### src/rtl/rrs_pkg.sv
// Constants shared by the rotate-right and sleep execution block.
// Assumes a 40 MHz core clock split into four phases per instruction cycle.
package rrs_pkg;

  // **************************************************
  // Instruction encodings
  // **************************************************
  localparam logic [5:0]  OPC_ROTATE_RIGHT = 6'h0C;     // Bits 13:8 of the rotate-right op
  localparam logic [13:0] OPC_SLEEP        = 14'h0063;  // Whole word of the low-power op
  localparam int unsigned DEST_BIT         = 7;         // Destination select position

  // **************************************************
  // Register offsets (byte addresses)
  // **************************************************
  localparam logic [11:0] ADDR_CTRL   = 12'h000;
  localparam logic [11:0] ADDR_ACC    = 12'h004;
  localparam logic [11:0] ADDR_STATUS = 12'h008;
  localparam logic [11:0] ADDR_WDOG   = 12'h00C;
  localparam logic [11:0] ADDR_FILE   = 12'h200;  // 128 words, one byte each

  // **************************************************
  // Field positions
  // **************************************************
  localparam int unsigned CTRL_WAKE_BIT   = 0;
  localparam int unsigned ST_CARRY_BIT    = 0;
  localparam int unsigned ST_TIMEOUT_BIT  = 1;
  localparam int unsigned ST_PWRDOWN_BIT  = 2;
  localparam int unsigned ST_ASLEEP_BIT   = 3;

  // **************************************************
  // Reset values and counts
  // **************************************************
  localparam logic [7:0]  ACC_RESET        = 8'h00;
  localparam logic        TIMEOUT_RESET    = 1'b1;
  localparam logic        PWRDOWN_RESET    = 1'b1;
  localparam logic [7:0]  WDOG_CLEAR       = 8'h00;
  localparam logic [7:0]  PRESCALE_CLEAR   = 8'h00;
  localparam logic [1:0]  PHASES_PER_CYCLE = 2'h3;  // Last phase index

  typedef enum {PH_Q1, PH_Q2, PH_Q3, PH_Q4} rrs_phase_t;

endpackage

### src/rtl/rrs_exec.sv
// Execution logic for the rotate-right-through-carry and low-power instructions.
// Assumes the fetch stage presents an opcode during phase one, and an APB master
// on the same clock reaches the working registers and the file registers.
//
// Local design decisions: the register offsets and the APB register port.
`timescale 1ns/1ps

// Operation
// - Rotate right op shifts file register right; carry enters MSB, LSB becomes carry.
// - Destination bit clear: result goes to accumulator, file register unchanged.
// - Destination bit set: result written back to the same file register.
// - Low-power op loads zero into watchdog counter and clears its prescaler.
// - Low-power op sets time-out flag, clears power-down flag, sets asleep, touches nothing else.
module rrs_exec
  import rrs_pkg::*;
#(
  parameter int unsigned FILE_DEPTH = 128
) (
  input  wire logic        sys_clk_in,
  input  wire logic        rst_in,
  input  wire logic [13:0] instr_in,
  input  wire logic        instr_valid_in,
  input  wire logic        psel_in,
  input  wire logic        penable_in,
  input  wire logic        pwrite_in,
  input  wire logic [11:0] paddr_in,
  input  wire logic [31:0] pwdata_in,
  output logic      [31:0] prdata_out,
  output logic             pready_out,
  output logic             pslverr_out,
  output logic             asleep_out,
  output logic             carry_out,
  output logic       [1:0] phase_out
);
  import rrs_pkg::*;

  // **************************************************
  // State
  // **************************************************
  logic [7:0]  file_mem [FILE_DEPTH];
  rrs_phase_t  phase_q,  phase_d;
  logic [13:0] op_q;
  logic [7:0]  rd_q;
  logic [7:0]  res_q;
  logic        cout_q;
  logic [7:0]  acc_q;
  logic        carry_q;
  logic        timeout_status_flag_q;
  logic        powerdown_status_flag_q;
  logic        asleep_q;
  logic [7:0]  watchdog_counter_q;
  logic [7:0]  prescale_q;
  logic [31:0] prdata_q;
  logic        pready_q;
  logic        pslverr_q;
  logic [1:0]  phase_code_q;

  // **************************************************
  // Instruction decode
  // **************************************************
  // Decoded kind of the latched opcode
  wire         is_rotate  = (op_q[13:8] == OPC_ROTATE_RIGHT);
  wire         is_sleep   = (op_q == OPC_SLEEP);
  wire         dest_file  = op_q[DEST_BIT];
  wire  [6:0]  file_addr  = op_q[6:0];
  wire         at_q1      = (phase_q == PH_Q1);
  wire         at_q2      = (phase_q == PH_Q2);
  wire         at_q3      = (phase_q == PH_Q3);
  wire         at_q4      = (phase_q == PH_Q4);
  // Phase-four write strobes
  wire         rot_commit   = at_q4 && is_rotate && !asleep_q;
  wire         sleep_commit = at_q4 && is_sleep && !asleep_q;
  wire         rot_to_file  = rot_commit && dest_file;
  wire         rot_to_acc   = rot_commit && !dest_file;

  // **************************************************
  // Watchdog
  // **************************************************
  wire         prescale_wrap = (prescale_q == 8'hFF);
  wire         wdog_wrap     = prescale_wrap && (watchdog_counter_q == 8'hFF);

  // **************************************************
  // APB decode
  // **************************************************
  wire         apb_access = psel_in && penable_in && !pready_q;
  wire         apb_done   = psel_in && penable_in && pready_q;
  wire         hit_ctrl   = (paddr_in == ADDR_CTRL);
  wire         hit_acc    = (paddr_in == ADDR_ACC);
  wire         hit_status = (paddr_in == ADDR_STATUS);
  wire         hit_wdog   = (paddr_in == ADDR_WDOG);
  wire         hit_file   = (paddr_in[11:9] == ADDR_FILE[11:9]) && (paddr_in[1:0] == 2'h0);
  wire  [6:0]  apb_index  = paddr_in[8:2];
  wire         mapped     = hit_ctrl || hit_acc || hit_status || hit_wdog || hit_file;
  wire         apb_wr     = apb_done && pwrite_in && !pslverr_q;
  wire  [7:0]  status_byte;
  logic [31:0] read_mux;

  // Status byte as software sees it
  // Only the carry is writable; time-out, power-down and asleep
  // are read-only views of the core state.
  assign status_byte = {4'h0, asleep_q, powerdown_status_flag_q, timeout_status_flag_q, carry_q};

  // Read data selection
  always_comb begin
    read_mux = 32'h0000_0000;
    if (hit_ctrl) begin
      read_mux = {31'h0000_0000, asleep_q};
    end else if (hit_acc) begin
      read_mux = {24'h00_0000, acc_q};
    end else if (hit_status) begin
      read_mux = {24'h00_0000, status_byte};
    end else if (hit_wdog) begin
      read_mux = {16'h0000, prescale_q, watchdog_counter_q};
    end else if (hit_file) begin
      read_mux = {24'h00_0000, file_mem[apb_index]};
    end
  end

  // **************************************************
  // Phase sequencer
  // **************************************************
  // Four phases per cycle; the clock keeps running while asleep, the phase is held in Q1 and the opcode frozen
  // The sequencer parks in Q1 while asleep so that, on wake, the
  // core resumes at the start of a fresh instruction cycle rather
  // than in the middle of one.
  always_comb begin
    phase_d = phase_q;
    case (phase_q)
      PH_Q1: phase_d = PH_Q2;
      PH_Q2: phase_d = PH_Q3;
      PH_Q3: phase_d = PH_Q4;
      PH_Q4: phase_d = PH_Q1;
      default: phase_d = PH_Q1;
    endcase
    if (asleep_q) begin
      phase_d = PH_Q1;
    end
  end

  always_ff @(posedge sys_clk_in) begin
    if (rst_in) begin
      phase_q      <= PH_Q1;
      phase_code_q <= 2'h0;
    end else begin
      phase_q      <= phase_d;
      phase_code_q <= 2'(phase_d);
    end
  end

  // **************************************************
  // Datapath
  // **************************************************
  // Timing of one instruction cycle, counted in core clocks:
  //   edge ending Q1 - opcode latched into op_q
  //   edge ending Q2 - addressed file register copied into rd_q
  //   edge ending Q3 - rotated value and new carry prepared
  //   edge ending Q4 - result and carry committed, or sleep entered
  // The opcode stays in op_q for the whole cycle, so the file
  // address used for the read in Q2 and the write in Q4 is the same.
  // A missing instruction is latched as all zeros, which decodes
  // as neither op and so acts as a no-op.
  // While asleep the opcode register is frozen; the first Q1 after
  // wake loads a fresh opcode before any commit can happen.
  //
  // Decode in phase one
  always_ff @(posedge sys_clk_in) begin
    if (rst_in) begin
      op_q <= 14'h0000;
    end else if (at_q1 && !asleep_q) begin
      op_q <= instr_valid_in ? instr_in : 14'h0000;
    end
  end

  always_ff @(posedge sys_clk_in) begin
    if (rst_in) begin
      rd_q   <= 8'h00;
      res_q  <= 8'h00;
      cout_q <= 1'b0;
    end else begin
      if (at_q2) begin
        rd_q <= file_mem[file_addr];
      end
      if (at_q3) begin
        res_q  <= {carry_q, rd_q[7:1]};
        cout_q <= rd_q[0];
      end
    end
  end

  // File register write port, instruction first
  // A software write that lands on the same edge as a rotate
  // commit to a file register is dropped; the instruction owns
  // the single write port in Q4. Software should avoid writing
  // file registers while instructions are running.
  // The array is not reset; its contents are unknown until written.
  always_ff @(posedge sys_clk_in) begin
    if (rot_to_file) begin
      file_mem[file_addr] <= res_q;
    end else if (apb_wr && hit_file) begin
      file_mem[apb_index] <= pwdata_in[7:0];
    end
  end

  // Accumulator and carry update
  // The commit beats a software write in the same edge, so an
  // instruction result is never lost to a racing bus access.
  // The carry read in Q3 is the value that stood at that edge;
  // a software carry write after Q3 is overwritten by the commit.
  always_ff @(posedge sys_clk_in) begin
    if (rst_in) begin
      acc_q   <= ACC_RESET;
      carry_q <= 1'b0;
    end else begin
      if (rot_to_acc) begin
        acc_q <= res_q;
      end else if (apb_wr && hit_acc) begin
        acc_q <= pwdata_in[7:0];
      end
      if (rot_commit) begin
        carry_q <= cout_q;
      end else if (apb_wr && hit_status) begin
        carry_q <= pwdata_in[ST_CARRY_BIT];
      end
    end
  end

  // Enter the low-power state in phase four; APB wake or watchdog leaves it
  always_ff @(posedge sys_clk_in) begin
    if (rst_in) begin
      asleep_q <= 1'b0;
    end else if (sleep_commit) begin
      asleep_q <= 1'b1;
    end else if (wdog_wrap || (apb_wr && hit_ctrl && pwdata_in[CTRL_WAKE_BIT])) begin
      asleep_q <= 1'b0;
    end
  end

  // Status flags changed by the low-power op
  always_ff @(posedge sys_clk_in) begin
    if (rst_in) begin
      timeout_status_flag_q   <= TIMEOUT_RESET;
      powerdown_status_flag_q <= PWRDOWN_RESET;
    end else if (sleep_commit) begin
      timeout_status_flag_q   <= 1'b1;
      powerdown_status_flag_q <= 1'b0;
    end else if (wdog_wrap) begin
      timeout_status_flag_q   <= 1'b0;  // Low means a time-out happened
    end
  end

  // Watchdog and prescaler, cleared by the low-power op
  // The prescaler counts every clock, asleep or awake, and the counter steps when it wraps. A wrap of
  // the counter and its prescaler together marks a time-out: the
  // time-out flag goes low and the core wakes. The low-power op
  // restarts both from zero, so sleep always gets the full span.
  always_ff @(posedge sys_clk_in) begin
    if (rst_in) begin
      prescale_q         <= PRESCALE_CLEAR;
      watchdog_counter_q <= WDOG_CLEAR;
    end else if (sleep_commit) begin
      prescale_q         <= PRESCALE_CLEAR;
      watchdog_counter_q <= WDOG_CLEAR;
    end else begin
      prescale_q <= prescale_q + 8'h01;
      if (prescale_wrap) begin
        watchdog_counter_q <= watchdog_counter_q + 8'h01;
      end
    end
  end

  // **************************************************
  // APB answer
  // **************************************************
  // One wait state, then data and error from flops
  // The first access cycle registers the request; ready, error
  // and read data appear together in the second access cycle
  // and ready drops again the cycle after, even if the master
  // keeps enable high. A write takes effect at the ready edge,
  // and an unmapped address answers with an error and no write.
  always_ff @(posedge sys_clk_in) begin
    if (rst_in) begin
      pready_q  <= 1'b0;
      pslverr_q <= 1'b0;
      prdata_q  <= 32'h0000_0000;
    end else begin
      pready_q  <= apb_access;
      pslverr_q <= apb_access && !mapped;
      if (apb_access) begin
        prdata_q <= read_mux;
      end
    end
  end

  // Outputs straight from flops
  assign prdata_out  = prdata_q;
  assign pready_out  = pready_q;
  assign pslverr_out = pslverr_q;
  assign asleep_out  = asleep_q;
  assign carry_out   = carry_q;
  assign phase_out   = phase_code_q;

endmodule

### config.mk
export PLATFORM = sky130hd
export DESIGN_NAME = rrs_exec
export DESIGN_NICKNAME = d
export VERILOG_FILES = /design/src/rtl/rrs_pkg.sv /design/src/rtl/rrs_exec.sv
export SDC_FILE = /design/constraint.sdc
export NUM_CORES = 2
export LEC_CHECK = 0
export BUFFER_PORTS_ARGS = -buffer_cell sky130_fd_sc_hd__buf_2
export CAP_MARGIN = 20
export CORE_ASPECT_RATIO = 1.4
export CORE_MARGIN = 2
export CORE_UTILIZATION = 40
export CTS_BUF_LIST = sky130_fd_sc_hd__clkbuf_8 sky130_fd_sc_hd__clkbuf_16
export CTS_CLUSTER_DIAMETER = 80
export DETAILED_ROUTE_END_ITERATION = 16
export PLACE_DENSITY = 0.67
export SLEW_MARGIN = 20
export SYNTH_ARGS = -nofsm -noshare
export SYNTH_HDL_FRONTEND = slang
export SYNTH_SLANG_ARGS = --single-unit
### constraint.sdc
create_clock -name sys_clk_in -period 4.3 [get_ports sys_clk_in]
set_input_delay 0.43 -clock sys_clk_in [delete_from_list [all_inputs] [get_ports sys_clk_in]]
set_output_delay 0.43 -clock sys_clk_in [all_outputs]
set_load 0.03 [all_outputs]
# Word-level counts from Yosys, hierarchy flattened
# Memories as Yosys holds them, arrays and structs flattened. A register that Yosys moved wholly into a read port is not among the register bits.
# Index checks and enable logic that the tools add are counted.
[classes] n_reduce_logical=40 n_mux=21 n_eq_ne=13 addsub=2
[op_table] cell="equality test 32 x 2 -> 1 bit (second input constant)" n=2
[op_table] cell="equality test 32 x 3 -> 1 bit (second input constant)" n=2
[op_table] cell="zero test 32 bit" n=2
[op_table] cell="two-way mux 16 bit" n=4
[op_table] cell="equality test 32 x 1 -> 1 bit (second input constant)" n=1
[op_table] cell="two-way mux 8 bit" n=4
[op_table] cell="equality test 12 x 4 -> 1 bit (second input constant)" n=2
[op_table] cell="logical AND 1 bit" n=20
[op_table] cell="adder 8 x 1 -> 8 bit (second input constant)" n=2
[op_table] cell="equality test 8 bit (second input constant)" n=2
[op_table] cell="equality test 14 x 7 -> 1 bit (second input constant)" n=1
[op_table] cell="two-way mux 14 bit" n=1
[op_table] cell="equality test 12 x 3 -> 1 bit (second input constant)" n=1
[op_table] cell="zero test 12 bit" n=1
[op_table] cell="two-way mux 1 bit" n=10
[op_table] cell="OR reduction 8 bit" n=1
[op_table] cell="two-way mux 7 bit" n=1
[op_table] cell="equality test 6 x 4 -> 1 bit (second input constant)" n=1
[op_table] cell="case mux 2 bit (3 select lines)" n=1
[op_table] cell="nonzero test 2 bit" n=3
[op_table] cell="zero test 1 bit" n=5
[op_table] cell="logical OR 1 bit" n=5
[op_table] cell="OR reduction 2 bit" n=2
[op_table] cell="equality test 3 x 1 -> 1 bit (second input constant)" n=1
[op_table] cell="zero test 2 bit" n=1
[word_totals] reg_bits=117 mem_count=1 ram_bits=1024 in_bits=64 wordCells=92 output_inout_bits=38
[mem_list] name="file_mem" words=128 word_bits=8 rd=2 rd_ports_with_merged_regs=1 wr=1 line_no="rrs_exec.sv:40" source="logic [7:0] file_mem [FILE_DEPTH];"

# Depth between registers and ports, before layout
[logic_depth] depth_word=10 mapped_depth=13 mapped_depth_nobuf=8

# Worst setup path before layout
# OpenSTA, ideal clock, no wires.
[synth_path] path_kind="flip-flop to flip-flop" startpoint="register asleep_q, in the netlist asleep_out" endpoint="memory file_mem[44][0] (enable)" path_buffers=3 arrival_ps=3190 required_ps=3917 stages_incl_launch_ff=11 setup_time_ps=383 path_slack_ps=727 period_less_slack_ps=3573 path_cell_list="dfxtp_1 > buf_6 > or4_4 > nor3_4 > nand2_2 > nand3_2 > buf_12 > mux2i_2 > nand4_1 > buf_2 > nor3_1"
[synth_between] elab_chain_len=7 elab_cells_between_ends=10 cone_classes="mux (6); reduce/logical (4)"
[synth_rtl] element="start, declared" line_no="rrs_exec.sv:50" source="logic asleep_q;"
[synth_rtl] element="start signal, assigned" line_no="rrs_exec.sv:230" source="asleep_q <= 1'b0;"
[synth_rtl] element="start signal, assigned" line_no="rrs_exec.sv:232" source="asleep_q <= 1'b1;"
[synth_rtl] element="start signal, assigned" line_no="rrs_exec.sv:234" source="asleep_q <= 1'b0;"
[synth_rtl] element="zero test 1 bit *" line_no="rrs_exec.sv:71" source="wire rot_commit = at_q4 && is_rotate && !asleep_q;"
[synth_rtl] element="logical AND 1 bit *" line_no="rrs_exec.sv:71"
[synth_rtl] element="logical AND 1 bit *" line_no="rrs_exec.sv:73" source="wire rot_to_file = rot_commit && dest_file;"
[synth_rtl] element="two-way mux 1 bit" line_no="rrs_exec.sv:197" source="if (rot_to_file) begin"
[synth_rtl] element="two-way mux 1 bit (not written as such)" line_no="rrs_exec.sv:200" source="file_mem[apb_index] <= pwdata_in[7:0];"
[synth_rtl] element="OR reduction 8 bit (no line)"
[synth_rtl] element="two-way mux 7 bit (no line) / two-way mux 1 bit (equally long branches)"
[synth_rtl] element="end, declared" line_no="rrs_exec.sv:40"
# Mark *: on every way between the ends. The rest lies on a longest branch, timed or not.

# Worst setup path after layout
[layout_path] startpoint="register asleep_q, in the netlist asleep_out" endpoint="memory file_mem[100][6] (enable)"
# Same word-level chain as after synthesis.

==> qor.yml <==
clock_tree:
  cts_tree: "yes"
  hold_buffers: 14
  htree_levels: 3
  cts_num_sinks: 1103
  clk_pin_slew_ns: 0.07
  cts_resized: 0
  root_buffer: "clkbuf_16"
  clk_latency_ns: 0.74
  cts.path.max_buffers: 3
  cts_buffers: 98
  postCtsSetupRepairBufs: 0
floorplan:
  fp.dieH_um: 431
  dieArea_um2: 133000
  start_util_pct: 40.3
  die_w_um: 309
  core-area_um2: 129000
  ios: 102
  rows: 156
sta:
  setup_ws_ns: 0.377
  rsz0062_at_grt: "false"
  final_hold_viol_count: 0
  worstMarginPinSlew_ns: 1.10
  slew_headroom_pct: 26.5
  fmax_mhz: 255
  slew_viol_final: 0
  tns_ns: 0
  finalSetupViolCount: 0
  period_needed_ns: 3.92
  finalCritPeriodShare_pct: 91.2
  worst_clock_skew_ns: 0.0492
yosys:
  synth.area.top_cells: "edfxtp_1 59%, mux4_2 25%, dfxtp_1 3.0%, mux2i_1 2.2%, nor2_1 1.0%"
  synth_edf_count: 1024
  synth-seq-cells: 1103
  synth_top_cell_by_area: "edfxtp_1"
  yosysSeqAreaShare_pct: 61.9
  synth_ff_type: "edfxtp_1"
  synth_most_common_cell: "edfxtp_1"
  synth_commonest_cells: "1024 x edfxtp_1, 571 x mux4_2, 144 x nor2_1"
  synth_area_per_cell_um2: 18.8
  synth_top_area_share_pct: 58.9
  ys_types: 76
  synthCells: 2774
  async_reset_ff_share_pct: 0
  netlist_area_um2: 52200
  ys_warn_count: 0
setup_path:
  slowest_stage: "nor2_1"
  crit_buf_inv: 2
  cp-start-kind: "register"
  cp_common_cell: "buf_4"
  cp.arrival_ns: 4.34
  cpPeakStageDelay_ns: 0.61
  worstSetupPathType: "register to register"
  critPathCaptureType: "register"
  reg2reg_from: "asleep_out"
  cp_top_family: "simple AND/OR/NAND/NOR gates"
  cp.required_ns: 4.72
  cp_cell_sequence: "or4_4 > nor3_4 > nand2_2 > nand3_2 > buf_4 > mux2i_1 > nand3_1 > nor2_1 > buf_4"
  crit_start: "asleep_out"
  worstPathMaxFanout: 8
finish:
  n_fill_cell: 10895
  nNetsFinal: 3049
  synthToLayoutAreaGrowth_pct: 13.6
  drive_gt1_share_pct: 37.1
outcome:
  status: "complete, no violations"
placement:
  place_congestion: 0.978
  dpl.hpwl_um: 111000
  io_buffers: 61
  dp_slack_ns: 0.450
route:
  vias: 30148
  wl_per_cell_um: 33.1
  drcViolationCount: 0
  viasPerCell: 6.28
  dr.pass1.iters: 5
  first_iter_violations: 3975
  postRouteAntennaNets: 0
  finalWirelength_um: 159000
global_routing:
  track_usage_pct: 24.0
  grt_max_degree: 106
  first_global_vias: 30691
  antenna_found_initial: 5
  grt_pass1_wl_um: 226000
  overflow: 0
power_and_ir_drop:
  power.leakage_uw: 0.0187
  p_per_area_nw_per_um2: 430
  peakVddDrop_v: 0.000528
hold_path:
  hold_class: "input port to register"
  min_from: "instr_valid_in"
job:
  cap_violations: 0
through the flow:
step	hold WS (ns)	utilization [%]	instance area, um^2	instances	power (uW)
floorplan	0.427	-	52300	2789	14800
global placement	0.433	43.1	55700	4603	16300
detailed placement	0.443	43.1	55700	4603	16400
CTS	0.0326	45.8	59300	4803	25500
global route	0.0910	45.8	59300	4803	26100
finish	0.0653	45.8	59300	4804	25500
worst reg2reg max path, cell delays in order (launching register included):
cell	delay, ns
dfxtp_1	0.31
or4_4	0.59
nor3_4	0.23
nand2_2	0.14
nand3_2	0.24
buf_4	0.27
mux2i_1	0.46
nand3_1	0.43
nor2_1	0.61
buf_4	0.31
report_power, final:
part	switching [uW]	total (uW)	internal, uW
Sequential	211	12100	11900
Clock	4080	9300	5220
Combinational	2380	4050	1670
Total	6680	25500	18800
layer usage:
layer	share of wire, %	vias to the layer above	GRT usage, %	wire, um
met1	34	15892	28.8	54600
met5	0.0082	-	0	13
met3	8.2	421	4.07	13100
met4	8.0	2	16.2	12700
met2	49	1682	39.7	78600
li1	-	12151	-	-
path summary, 6_finish.rpt:
check / end / slack, ns / depth (start not counted)
max: file_mem[100][6] / 0.38 / 9
min: op_q[0] / 0.07 / 3
max reg2reg: file_mem[100][6] / 0.38 / 9
min reg2reg: op_q[8] / 0.45 / 2
flip-flops by register name, indices dropped and copies added, names as in the netlist, 2 cells and up:
register and cells:
op_q 14, watchdog_counter_q 8, res_q 8, prdata_out 16, acc_q 8, phase_q 2
file_mem 1024, prescale_q 8, rd_q 8
layout by cell type, fill, tap and decap left out, types with 11 or more instances in the layout:
master and instances:
mux2_2 29, inv_1 25, a21oi_1 50, buf_2 57, edfxtp_1 1024, clkinv_1 17
a31oi_1 11, dlygate4sd3_1 14, nor3_2 28, a211oi_1 11, buf_12 23, nor2_1 143
o22ai_1 25, a22oi_1 36, mux2i_1 115, bufinv_16 14, nand2b_1 11, clkinv_2 18
nor2b_1 19, conb_1 16, nand4_1 13, nand2_1 69, nor3_1 64, o21ai_0 31
clkbuf_16 102, buf_4 234, mux4_2 571, dfxtp_1 74, nand3_1 52
final cells by class:
class	instances	area (um^2)	share of cell area [%]
sequential	1103	32300	54.6
inverter	9	33.8	0.0570
clock inverter	81	792	1.34
multi-input combinational	1436	18700	31.5
tap	1738	2170	3.67
timing repair buffer	331	2680	4.53
clock buffer	105	2590	4.37
antenna	1	2.50	0.00422
cells by family (layout without fill, tap and decap cells):
kind of cell | Yosys count | after routing | synth area share, %
compound gates | 219 | 219 | 2.75
flops | 1103 | 1103 | 61.9
xor+xnor | 11 | 11 | 0.185
mux | 730 | 730 | 27.8
fa+ha+maj | 6 | 6 | 0.144
other cells | 1 | 17 | 0.00718
buf+inv | 250 | 526 | 2.57
simple gates | 454 | 454 | 4.55
Note: power is estimated with default switching activity, not from simulation.
